File: config.mk
export PLATFORM = sky130hd
export DESIGN_NAME = deq_controller_flat
export DESIGN_NICKNAME = d
export VERILOG_FILES = /design/src/deq_pkg.sv /design/src/deq_mem_if.sv /design/src/deq_controller.sv /design/src/flat_wrapper.sv
export SDC_FILE = /design/constraint.sdc
export NUM_CORES = 2
export LEC_CHECK = 0
export ABC_CLOCK_PERIOD_IN_PS = 11600
export BUFFER_PORTS_ARGS = -buffer_cell sky130_fd_sc_hd__buf_2
export CORE_AREA = 3 3 283 397
export DETAILED_ROUTE_END_ITERATION = 16
export DIE_AREA = 0 0 286 400
export PLACE_DENSITY = 0.66
export SLEW_MARGIN = 25
export SYNTH_ARGS = -nofsm -noshare
export SYNTH_HDL_FRONTEND = slang
export SYNTH_SLANG_ARGS = --single-unit
export TNS_END_PERCENT = 100
File: constraint.sdc
create_clock -name i_clk -period 11.6 [get_ports i_clk]
set_clock_uncertainty 0.15 [all_clocks]
set_input_delay 1.74 -clock i_clk [delete_from_list [all_inputs] [get_ports i_clk]]
set_output_delay 1.74 -clock i_clk [all_outputs]
set_load 0.005 [all_outputs]
File: src/deq_pkg.sv
// Shared constants and types for the endpoint queue head engine
package deq_pkg;
   localparam int          DEQ_FIFO_DEPTH  = 16;
   localparam int          DEQ_FIFO_WIDTH  = 32;
   localparam int          DEQ_MEM_WORDS   = 256;
   localparam logic [31:0] DEQ_QH_REGION   = 32'h0000_0800;
   localparam int          DEQ_QH_SHIFT    = 6;
   localparam logic [31:0] DEQ_QH_BYTES    = 32'h0000_0030;
   localparam logic [31:0] DEQ_QH_CAP      = 32'h0000_0000;
   localparam logic [31:0] DEQ_QH_CUR      = 32'h0000_0004;
   localparam logic [31:0] DEQ_QH_OVL      = 32'h0000_0008;
   localparam logic [31:0] DEQ_QH_TOK      = 32'h0000_000c;
   localparam logic [31:0] DEQ_QH_BUF0     = 32'h0000_0010;
   localparam logic [31:0] DEQ_QH_OVL_END  = 32'h0000_0020;
   localparam logic [31:0] DEQ_QH_SETUP0   = 32'h0000_0028;
   localparam logic [31:0] DEQ_DTD_TOK     = 32'h0000_0004;
   localparam logic [31:0] DEQ_DTD_MASK    = 32'hffff_ffe0;
   localparam logic [2:0]  DEQ_OVL_LAST    = 3'h6;
   localparam logic [10:0] DEQ_MPL_MAX     = 11'h400;
   localparam int          DEQ_CAP_MULT_HI = 31;
   localparam int          DEQ_CAP_MULT_LO = 30;
   localparam int          DEQ_CAP_ZLT     = 29;
   localparam int          DEQ_CAP_MPL_HI  = 26;
   localparam int          DEQ_CAP_MPL_LO  = 16;
   localparam int          DEQ_CAP_IOS     = 15;
   localparam int          DEQ_TOK_BYT_HI  = 30;
   localparam int          DEQ_TOK_BYT_LO  = 16;
   localparam int          DEQ_TOK_IOC     = 15;
   localparam int          DEQ_TOK_ACTIVE  = 7;
   localparam int          DEQ_TOK_HALTED  = 6;
   localparam int          DEQ_NEXT_T      = 0;
   typedef enum logic [1:0] {DEQ_EVT_SETUP, DEQ_EVT_OUT, DEQ_EVT_IN} deq_evt_t;
endpackage

File: src/deq_mem_if.sv
// Shared memory port between the queue engine and the memory end
`timescale 1ns/1ns
interface deq_mem_if;
   logic        req;
   logic        we;
   logic [31:0] addr;
   logic [31:0] wdata;
   logic [31:0] rdata;
   logic        ack;
   modport ctrl (output req, we, addr, wdata, input rdata, ack);
   modport mem  (input req, we, addr, wdata, output rdata, ack);
endinterface

File: src/deq_controller.sv
// Endpoint queue head engine with its receive data FIFO
// Function
// - One IN and one OUT head per endpoint
// - Head array starts at list base address
// - Software keeps structures inside one 4K page
// - Heads are 48 bytes on 64-byte stride
// - Priming copies descriptor into overlay 0x08-0x20
// - Completion writes status back, then advances queue unless halted
// - Fixed head layout: capabilities, current, overlay, setup
// - Mult field selects derived or 1-3 packets
// - Software sets mult zero unless isochronous
// - Transmit appends zero packet when termination enabled
// - Receive waits zero packet after full last packet
// - Termination disabled: no zero packet, retire early
// - Max packet length field, at most 0x400
// - Setup raises transfer flag when INTERRUPT_ON_SETUP_FLAG set
// - Software keeps capabilities fixed while enabled
// - Engine alone loads current pointer, low bits zero
// - Inactive overlay means endpoint not serviced
// - Software leaves overlay and descriptor during transfer
// - Setup bytes stored in two longwords
// - Setup captured only into receive head
// - Active descriptor: software changes next pointer only
// - Token bit 7 marks active descriptor
// - Setting halted also clears active
`timescale 1ns/1ns
module deq_fifo #(
   parameter int WIDTH = 32,
   parameter int DEPTH = 16
) (
   // Clock and reset
   input  wire logic             i_clk,
   input  wire logic             i_rst,
   // Fill side
   input  wire logic             i_valid,
   input  wire logic [WIDTH-1:0] i_data,
   output logic                  o_ready,
   // Drain side
   output logic                  o_valid,
   output logic [WIDTH-1:0]      o_data,
   input  wire logic             i_ready
);
   localparam int AW = $clog2(DEPTH);
   logic [WIDTH-1:0] store [DEPTH];
   logic [AW-1:0]    wr_ptr;
   logic [AW-1:0]    rd_ptr;
   logic [AW:0]      count;
   wire              push = i_valid && o_ready;
   wire              pop  = o_valid && i_ready;
   wire  [AW:0]      next_count = count + {{AW{1'b0}}, push} - {{AW{1'b0}}, pop};
   assign o_data = store[rd_ptr];
   always_ff @(posedge i_clk) begin
      if (push) begin
         store[wr_ptr] <= i_data;
      end
   end
   always_ff @(posedge i_clk or posedge i_rst) begin
      if (i_rst) begin
         wr_ptr  <= '0;
         rd_ptr  <= '0;
         count   <= '0;
         o_ready <= 1'b1;
         o_valid <= 1'b0;
      end else begin
         wr_ptr  <= push ? AW'(wr_ptr + 1'b1) : wr_ptr;
         rd_ptr  <= pop ? AW'(rd_ptr + 1'b1) : rd_ptr;
         count   <= next_count;
         o_ready <= next_count != (AW + 1)'(DEPTH);
         o_valid <= next_count != '0;
      end
   end
endmodule

module deq_controller
   import deq_pkg::*;
#(
   parameter int FIFO_DEPTH = DEQ_FIFO_DEPTH
) (
   // Clock and reset
   input  wire logic        i_clk,
   input  wire logic        i_rst,
   // Configuration
   input  wire logic [31:0] i_endpoint_list_base,
   // Priming
   input  wire logic        i_prime_valid,
   input  wire logic [3:0]  i_prime_ep,
   input  wire logic        i_prime_dir,
   // Bus events
   input  wire logic        i_evt_valid,
   input  wire deq_evt_t    i_evt_kind,
   input  wire logic [3:0]  i_evt_ep,
   input  wire logic [10:0] i_evt_len,
   input  wire logic        i_evt_err,
   output logic             o_ready,
   // Received data words
   input  wire logic        i_rx_valid,
   input  wire logic [31:0] i_rx_data,
   output logic             o_rx_ready,
   // Transmit and status
   output logic             o_tx_valid,
   output logic [10:0]      o_tx_len,
   output logic             o_transfer_interrupt_flag,
   // Shared memory
   deq_mem_if.ctrl          mem
);
   typedef enum logic [4:0] {
      S_IDLE, S_NEXT_RD, S_COPY_RD, S_COPY_WR, S_CUR_WR, S_CAP_RD, S_TOK_RD, S_BUF_RD,
      S_DISPATCH, S_SETUP_WR, S_RX_WR, S_DRAIN, S_TX, S_TOK_WR, S_BUF_WR, S_CUR_RD, S_WB_WR
   } deq_state_t;

   deq_state_t  state;
   logic [3:0]  ep_q;
   logic        dir_q;
   deq_evt_t    kind_q;
   logic [10:0] len_q;
   logic        err_q;
   logic [31:0] cap;
   logic [31:0] tok;
   logic [31:0] buf0;
   logic [31:0] nptr;
   logic [31:0] copy_q;
   logic [2:0]  k;
   logic [9:0]  wcnt;
   logic [1:0]  pcnt;
   logic        retire_q;
   logic        advance_q;
   logic        mreq;
   logic        mwe;
   logic [31:0] maddr;
   logic [31:0] mwdata;
   logic        f_valid;
   logic [31:0] f_data;
   logic        f_pop;

   deq_fifo #(.WIDTH(DEQ_FIFO_WIDTH), .DEPTH(FIFO_DEPTH)) u_fifo (
      .i_clk   (i_clk),
      .i_rst   (i_rst),
      .i_valid (i_rx_valid),
      .i_data  (i_rx_data),
      .o_ready (o_rx_ready),
      .o_valid (f_valid),
      .o_data  (f_data),
      .i_ready (f_pop)
   );

   // Head address from list base and endpoint/direction
   wire [31:0] qh       = i_endpoint_list_base + {21'h0, ep_q, dir_q, 6'h0};
   wire [1:0]  mult     = cap[DEQ_CAP_MULT_HI:DEQ_CAP_MULT_LO];
   wire        zlt_dis  = cap[DEQ_CAP_ZLT] || (mult != 2'h0);
   wire [10:0] mpl      = cap[DEQ_CAP_MPL_HI:DEQ_CAP_MPL_LO];
   wire [14:0] bytes    = tok[DEQ_TOK_BYT_HI:DEQ_TOK_BYT_LO];
   wire        active   = tok[DEQ_TOK_ACTIVE];
   wire [9:0]  nwords   = 10'(({1'b0, len_q} + 12'h003) >> 2);
   wire [14:0] rx_left  = bytes - {4'h0, len_q};
   wire        rx_short = len_q < mpl;
   wire        rx_ret   = rx_short || (rx_left == 15'h0 && zlt_dis);
   wire [10:0] plen     = (bytes > {4'h0, mpl}) ? mpl : bytes[10:0];
   wire [14:0] tx_left  = bytes - {4'h0, plen};
   wire        tx_ret   = (tx_left == 15'h0) && !((plen == mpl) && !zlt_dis);
   wire [1:0]  npkt     = (mult == 2'h0) ? 2'h1 : mult;
   wire        tx_last  = (tx_left == 15'h0) || (2'(pcnt + 2'h1) == npkt);
   wire        take_evt = i_evt_valid && o_ready;
   wire        take_pri = i_prime_valid && o_ready && !i_evt_valid;

   // Memory operation decode per state
   logic        op_mem;
   logic        op_we;
   logic        op_fifo;
   logic [31:0] op_addr;
   logic [31:0] op_wdata;
   always_comb begin
      op_mem   = 1'b1;
      op_we    = 1'b0;
      op_fifo  = 1'b0;
      op_addr  = qh;
      op_wdata = tok;
      unique case (state)
         S_NEXT_RD:  op_addr = qh + DEQ_QH_OVL;
         S_COPY_RD:  op_addr = nptr + {27'h0, k, 2'h0};
         S_COPY_WR: begin
            op_we    = 1'b1;
            op_addr  = qh + DEQ_QH_OVL + {27'h0, k, 2'h0};
            op_wdata = copy_q;
         end
         S_CUR_WR: begin
            op_we    = 1'b1;
            op_addr  = qh + DEQ_QH_CUR;
            op_wdata = nptr & DEQ_DTD_MASK;
         end
         S_CAP_RD:   op_addr = qh + DEQ_QH_CAP;
         S_TOK_RD:   op_addr = qh + DEQ_QH_TOK;
         S_BUF_RD:   op_addr = qh + DEQ_QH_BUF0;
         S_SETUP_WR: begin
            op_we    = 1'b1;
            op_fifo  = 1'b1;
            op_addr  = qh + DEQ_QH_SETUP0 + {20'h0, wcnt, 2'h0};
            op_wdata = f_data;
         end
         S_RX_WR: begin
            op_we    = 1'b1;
            op_fifo  = 1'b1;
            op_addr  = buf0 + {20'h0, wcnt, 2'h0};
            op_wdata = f_data;
         end
         S_TOK_WR: begin
            op_we    = 1'b1;
            op_addr  = qh + DEQ_QH_TOK;
         end
         S_BUF_WR: begin
            op_we    = 1'b1;
            op_addr  = qh + DEQ_QH_BUF0;
            op_wdata = buf0;
         end
         S_CUR_RD:   op_addr = qh + DEQ_QH_CUR;
         S_WB_WR: begin
            op_we    = 1'b1;
            op_addr  = (nptr & DEQ_DTD_MASK) + DEQ_DTD_TOK;
         end
         default:    op_mem = 1'b0;
      endcase
   end

   wire launch = op_mem && !mreq && (!op_fifo || f_valid);
   wire done   = mreq && mem.ack;
   assign f_pop = (launch && op_fifo) || (state == S_DRAIN && f_valid);
   assign mem.req   = mreq;
   assign mem.we    = mwe;
   assign mem.addr  = maddr;
   assign mem.wdata = mwdata;

   always_ff @(posedge i_clk or posedge i_rst) begin
      if (i_rst) begin
         mreq   <= 1'b0;
         mwe    <= 1'b0;
         maddr  <= 32'h0;
         mwdata <= 32'h0;
      end else if (launch) begin
         mreq   <= 1'b1;
         mwe    <= op_we;
         maddr  <= op_addr;
         mwdata <= op_wdata;
      end else if (done) begin
         mreq   <= 1'b0;
      end
   end

   always_ff @(posedge i_clk or posedge i_rst) begin
      if (i_rst) begin
         state <= S_IDLE;
         {ep_q, dir_q, len_q, err_q, k, wcnt, pcnt, retire_q, advance_q} <= '0;
         kind_q <= DEQ_EVT_SETUP;
         {cap, tok, buf0, nptr, copy_q} <= '0;
         o_ready <= 1'b0;
         o_tx_valid <= 1'b0;
         o_tx_len <= 11'h0;
         o_transfer_interrupt_flag <= 1'b0;
      end else begin
         o_ready <= (state == S_IDLE) && !take_evt && !take_pri;
         o_tx_valid <= 1'b0;
         o_transfer_interrupt_flag <= 1'b0;
         unique case (state)
            S_IDLE: begin
               if (take_evt) begin
                  ep_q   <= i_evt_ep;
                  dir_q  <= (i_evt_kind == DEQ_EVT_IN);
                  kind_q <= i_evt_kind;
                  len_q  <= i_evt_len;
                  err_q  <= i_evt_err;
                  state  <= S_CAP_RD;
               end else if (take_pri) begin
                  ep_q  <= i_prime_ep;
                  dir_q <= i_prime_dir;
                  state <= S_NEXT_RD;
               end
            end
            S_NEXT_RD: if (done) begin
               nptr  <= mem.rdata;
               k     <= 3'h0;
               state <= mem.rdata[DEQ_NEXT_T] ? S_IDLE : S_COPY_RD;
            end
            S_COPY_RD: if (done) begin
               copy_q <= mem.rdata;
               state  <= S_COPY_WR;
            end
            S_COPY_WR: if (done) begin
               k     <= 3'(k + 3'h1);
               state <= (k == DEQ_OVL_LAST) ? S_CUR_WR : S_COPY_RD;
            end
            S_CUR_WR: if (done) state <= S_IDLE;
            S_CAP_RD: if (done) begin
               cap   <= mem.rdata;
               state <= S_TOK_RD;
            end
            S_TOK_RD: if (done) begin
               tok   <= mem.rdata;
               state <= S_BUF_RD;
            end
            S_BUF_RD: if (done) begin
               buf0  <= mem.rdata;
               wcnt  <= 10'h0;
               pcnt  <= 2'h0;
               state <= S_DISPATCH;
            end
            S_DISPATCH: begin
               advance_q <= 1'b1;
               if (kind_q == DEQ_EVT_SETUP) begin
                  state <= S_SETUP_WR;
               end else if (!active) begin
                  state <= (kind_q == DEQ_EVT_OUT && nwords != 10'h0) ? S_DRAIN : S_IDLE;
               end else if (err_q) begin
                  tok[DEQ_TOK_ACTIVE] <= 1'b0;
                  tok[DEQ_TOK_HALTED] <= 1'b1;
                  retire_q  <= 1'b1;
                  advance_q <= 1'b0;
                  state     <= S_TOK_WR;
               end else if (kind_q == DEQ_EVT_OUT) begin
                  tok[DEQ_TOK_BYT_HI:DEQ_TOK_BYT_LO] <= rx_left;
                  tok[DEQ_TOK_ACTIVE] <= !rx_ret;
                  retire_q <= rx_ret;
                  state    <= (nwords != 10'h0) ? S_RX_WR : S_TOK_WR;
               end else begin
                  state <= S_TX;
               end
            end
            S_SETUP_WR: if (done) begin
               wcnt <= 10'(wcnt + 10'h1);
               if (wcnt == 10'h1) begin
                  o_transfer_interrupt_flag <= cap[DEQ_CAP_IOS];
                  state <= S_IDLE;
               end
            end
            S_RX_WR: if (done) begin
               wcnt <= 10'(wcnt + 10'h1);
               if (10'(wcnt + 10'h1) == nwords) begin
                  buf0  <= buf0 + {21'h0, len_q};
                  state <= S_TOK_WR;
               end
            end
            S_DRAIN: if (f_valid) begin
               wcnt <= 10'(wcnt + 10'h1);
               if (10'(wcnt + 10'h1) == nwords) state <= S_IDLE;
            end
            S_TX: begin
               o_tx_valid <= 1'b1;
               o_tx_len   <= plen;
               tok[DEQ_TOK_BYT_HI:DEQ_TOK_BYT_LO] <= tx_left;
               buf0 <= buf0 + {21'h0, plen};
               pcnt <= 2'(pcnt + 2'h1);
               if (tx_last) begin
                  retire_q <= tx_ret;
                  tok[DEQ_TOK_ACTIVE] <= !tx_ret;
                  state <= S_TOK_WR;
               end
            end
            S_TOK_WR: if (done) state <= S_BUF_WR;
            S_BUF_WR: if (done) state <= retire_q ? S_CUR_RD : S_IDLE;
            S_CUR_RD: if (done) begin
               nptr  <= mem.rdata;
               state <= S_WB_WR;
            end
            S_WB_WR: if (done) begin
               o_transfer_interrupt_flag <= tok[DEQ_TOK_IOC];
               state <= advance_q ? S_NEXT_RD : S_IDLE;
            end
         endcase
      end
   end
endmodule

File: src/flat_wrapper.sv
// flat-port wrapper written by rule: the top's interface ports become plain ports
module deq_controller_flat import deq_pkg::*;
#(
   parameter int FIFO_DEPTH = DEQ_FIFO_DEPTH
)
  (i_clk, i_rst, i_endpoint_list_base, i_prime_valid, i_prime_ep, i_prime_dir, i_evt_valid, i_evt_kind, i_evt_ep, i_evt_len, i_evt_err, o_ready, i_rx_valid, i_rx_data, o_rx_ready, o_tx_valid, o_tx_len, o_transfer_interrupt_flag, mem_req, mem_we, mem_addr, mem_wdata, mem_rdata, mem_ack);
  deq_mem_if mem_i ();
  input  wire logic i_clk;
  input  wire logic i_rst;
  input  wire logic [31:0] i_endpoint_list_base;
  input  wire logic i_prime_valid;
  input  wire logic [3:0] i_prime_ep;
  input  wire logic i_prime_dir;
  input  wire logic i_evt_valid;
  input  wire deq_evt_t i_evt_kind;
  input  wire logic [3:0] i_evt_ep;
  input  wire logic [10:0] i_evt_len;
  input  wire logic i_evt_err;
  output logic o_ready;
  input  wire logic i_rx_valid;
  input  wire logic [31:0] i_rx_data;
  output logic o_rx_ready;
  output logic o_tx_valid;
  output logic [10:0] o_tx_len;
  output logic o_transfer_interrupt_flag;
  output wire logic [$bits(mem_i.req)-1:0] mem_req;
  output wire logic [$bits(mem_i.we)-1:0] mem_we;
  output wire logic [$bits(mem_i.addr)-1:0] mem_addr;
  output wire logic [$bits(mem_i.wdata)-1:0] mem_wdata;
  input wire logic [$bits(mem_i.rdata)-1:0] mem_rdata;
  input wire logic [$bits(mem_i.ack)-1:0] mem_ack;
  assign mem_req = mem_i.req;
  assign mem_we = mem_i.we;
  assign mem_addr = mem_i.addr;
  assign mem_wdata = mem_i.wdata;
  assign mem_i.rdata = mem_rdata;
  assign mem_i.ack = mem_ack;
  deq_controller #(.FIFO_DEPTH(FIFO_DEPTH)) u_core (.i_clk(i_clk), .i_rst(i_rst), .i_endpoint_list_base(i_endpoint_list_base), .i_prime_valid(i_prime_valid), .i_prime_ep(i_prime_ep), .i_prime_dir(i_prime_dir), .i_evt_valid(i_evt_valid), .i_evt_kind(i_evt_kind), .i_evt_ep(i_evt_ep), .i_evt_len(i_evt_len), .i_evt_err(i_evt_err), .o_ready(o_ready), .i_rx_valid(i_rx_valid), .i_rx_data(i_rx_data), .o_rx_ready(o_rx_ready), .o_tx_valid(o_tx_valid), .o_tx_len(o_tx_len), .o_transfer_interrupt_flag(o_transfer_interrupt_flag), .mem(mem_i));
endmodule
==> results.json <==
{
  "cp.required_ns": 11.99,
  "crit_type": "flop to flop",
  "finalMaxSlewViolations": 0,
  "final_cell_mix": "edfxtp_1, nand2_1, dfrtp_1, nor2_1, a21oi_1",
  "p_sw_share_pct": 43.2,
  "layout_commonest_cell": "edfxtp_1",
  "drt-total-wl_um": 149000,
  "cts_tree": "built",
  "grt_setup_unrepaired": "no",
  "ctsHoldBuffers": 0,
  "die_y_um": 400,
  "register_area_um2": 22400,
  "via_per_inst": 6.14,
  "area_growth_pct": 12.9,
  "p_switching_mw": 5.79,
  "clkTransAtPathRegs_ns": 0.06,
  "cts_made_buffers": 80,
  "synth_warnings": 0,
  "start_util_pct": 39.1,
  "place_congestion": 1.02,
  "antenna_found_initial": 26,
  "syn_nets": 3804,
  "route.detailed.wl_per_inst_um": 28.4,
  "p_seq_share_pct": 33.3,
  "setup_viol": 0,
  "postSynthAreaPerCell_um2": 11.9,
  "cts_setup_buffers": 0,
  "synth.ff_latch_count": 791,
  "synth_area_leader_cell": "edfxtp_1",
  "combPwrFrac_pct": 46.9,
  "p_leak_nw": 17.6,
  "period_minus_slack_ns": 7.05,
  "worstHoldPathType": "flop to flop",
  "cellPowerDensity_nw_per_um2": 280,
  "drtIter0Drc": 3702,
  "finish.utilization_pct": 44.1,
  "synth_area_um2": 42500,
  "grt_max_degree": 169,
  "synth_seq_area_share_pct": 52.6,
  "cts_sinks": 791,
  "p_int_mw": 7.62,
  "portBuffers": 205,
  "netlist.area_leader.share_pct": 36.2,
  "synth-main-ff-cell": "edfxtp_1",
  "clock.fmax_mhz": 142,
  "finalPower_mw": 13.4,
  "max_slew_margin_pct": 23.8,
  "dpl.hpwl_um": 105000,
  "multi_input_area_um2": 19100,
  "design.core.area_um2": 109000,
  "synth_edf_count": 512,
  "status": "finished clean",
  "num_rows": 143,
  "vias": 32200,
  "ys_top_cells_by_area": "edfxtp_1, dfrtp_1, mux4_2",
  "async_flop_share_pct": 35.3,
  "htreeDepth": 3,
  "drc": 0,
  "end_kind": "flop",
  "grt_pass1_vias": 31500,
  "n_fill_cell": 10000,
  "hold_viol": 0,
  "drive_gt1_share_pct": 19.8,
  "grt-ovfl-total": 0,
  "clkPwrFrac_pct": 19.8,
  "grt_use_total_pct": 25.8,
  "clkLatencyLatePin_ns": 0.66,
  "cts_repair_resize_count": 0,
  "die-area_um2": 114000,
  "fin_nets": 3967,
  "cts_root_buf": "clkbuf_16",
  "worstPathMaxFanout": 13,
  "cts.path.max_buffers": 3,
  "ioPinCount": 206,
  "start_kind": "flop",
  "die_w_um": 286,
  "arrival_ns": 7.44,
  "peakVddDrop_mv": 0.179,
  "netlist_instances": 3561,
  "drt_pass1_iterations": 7,
  "max_slew.worst_pin.slew_ns": 1.14,
  "ant_nets": 0,
  "tns_ns": 0,
  "grt_pass1_wl_um": 217000,
  "cap_violations": 0,
  "fin_crit_sh_pct": 60.7,
  "ys_types": 107
}
power by group through the flow:
stage          sequential [mW]  combinational, mW  clock (mW)
6_report                  4.46               6.29        2.66
4_1_cts                   4.44               6.25        2.70
5_1_grt                   4.52               6.81        2.82
3_3_place_gp              4.48               6.17           0
3_5_place_dp              4.49               6.21           0
2_1_floorplan             4.01               4.40           0
state kept, by name (all words and copies together), names as in the netlist, 2 cells and up:
name	cells
u_core.k	3
u_core.tok	32
u_core.kind_q	2
u_core.u_fifo.wr_ptr	4
u_core.len_q	11
u_core.u_fifo.count	5
u_core.buf0	32
u_core.mem.addr	32
u_core.pcnt	2
u_core.nptr	32
u_core.cap	15
u_core.u_fifo.store	512
u_core.copy_q	32
u_core.state	5
u_core.ep_q	4
u_core.wcnt	10
u_core.o_tx_len	11
u_core.mem.wdata	32
u_core.u_fifo.rd_ptr	4
critical path, stage by stage (launching register included):
cell       delay (ns)
dfrtp_1          0.50
ha_1             0.37
nor2b_1          0.14
o21a_1           0.17
o21a_1           0.16
o21ai_0          0.14
nand2b_1         0.08
a2111oi_0        0.54
o21ai_1          0.14
buf_4            0.24
a21oi_1          0.32
inv_1            0.10
ha_1             0.23
fa_1             0.40
nor2b_1          0.15
o21ai_0          0.11
a21boi_0         0.30
o21ai_0          0.21
a21o_1           0.24
xnor2_1          0.17
or4_1            0.56
a2111oi_0        0.82
nand4b_1         0.22
a22o_1           0.24
a32o_1           0.24
area by class of cell:
type	count	share of cell area (%)
Antenna cell	9	0.0469
Timing Repair Buffer	280	3.36
Inverter	104	0.829
Sequential cell	791	46.6
Multi-Input combinational cell	2467	39.8
Clock inverter	50	1.25
Clock buffer	94	4.37
Tap cell	1450	3.78
worst paths after layout:
path,start,end,slack [ns],cells past startpoint
min in group asynchronous,i_rst,u_core.wcnt[6]$_DFFE_PP0P_,1.13,2
hold reg to reg,u_core.mem.wdata[7]$_DFFE_PP0P_,u_core.mem.wdata[7]$_DFFE_PP0P_,0.32,2
setup reg to reg,u_core.tok[17]$_DFFE_PP0P_,u_core.tok[7]$_DFFE_PP0P_,4.55,24
setup / recovery,u_core.tok[17]$_DFFE_PP0P_,u_core.tok[7]$_DFFE_PP0P_,4.55,24
max in group asynchronous,i_rst,u_core.u_fifo.rd_ptr[1]$_DFFE_PP0P_,8.66,4
hold / removal,u_core.mem.wdata[7]$_DFFE_PP0P_,u_core.mem.wdata[7]$_DFFE_PP0P_,0.32,2
metrics by stage:
stage                     hold WS, ns  std cells  setup WS [ns]  area [um^2]
after CTS                       0.324       5235           4.75        47900
after detailed placement        0.308       5091           4.12        45200
after global placement          0.298       5088           4.11        45200
after global routing            0.332       5236           4.00        48000
final                           0.322       5245           4.55        48000
after floorplan                 0.313       3561           2.02        42500
synthesized netlist by cell type, drive strengths merged, types with 9 or more instances:
cell type	instances
o22ai	39
nor4	36
nor2b	22
o21ai	184
inv	101
nand4	33
mux2	116
o21a	22
a222oi	27
a211oi	30
a21oi	222
o31ai	29
buf	44
a41oi	25
nor2	245
o31a	10
a21o	33
o21bai	16
clkbuf	155
xnor2	116
ha	109
a22oi	16
o2111ai	9
and2	32
mux2i	48
a2111oi	15
or3	17
or4	21
fa	9
o221ai	15
nor3	76
nand2b	23
a221oi	34
a31oi	35
or2	17
dfrtp	278
xor2	58
a211o	9
o211ai	28
nand3	84
mux4	145
and3	33
edfxtp	512
nand2	300
routing by layer:
layer	part of all wire, %	track usage (%)
met2	48	43.6
met1	38	31.4
met3	7.3	4.16
met4	6.6	14.3
met5	0.11	0
cells by family (layout without fill, tap and decap cells):
logic type                 count (synthesis)  after routing  synth area share, %
buffers and inverters                    303            528                 2.75
AOI/OAI and AO/OA                        885            885                 14.3
other                                      0              9                    0
xor gates and xnor gates                 175            175                 3.67
DFF                                      791            791                 52.6
and+or+nand+nor                          980            980                 11.1
muxes                                    309            309                 11.9
adders and majority gates                118            118                 3.63
No activity file was read; power rests on OpenSTA's default activity.
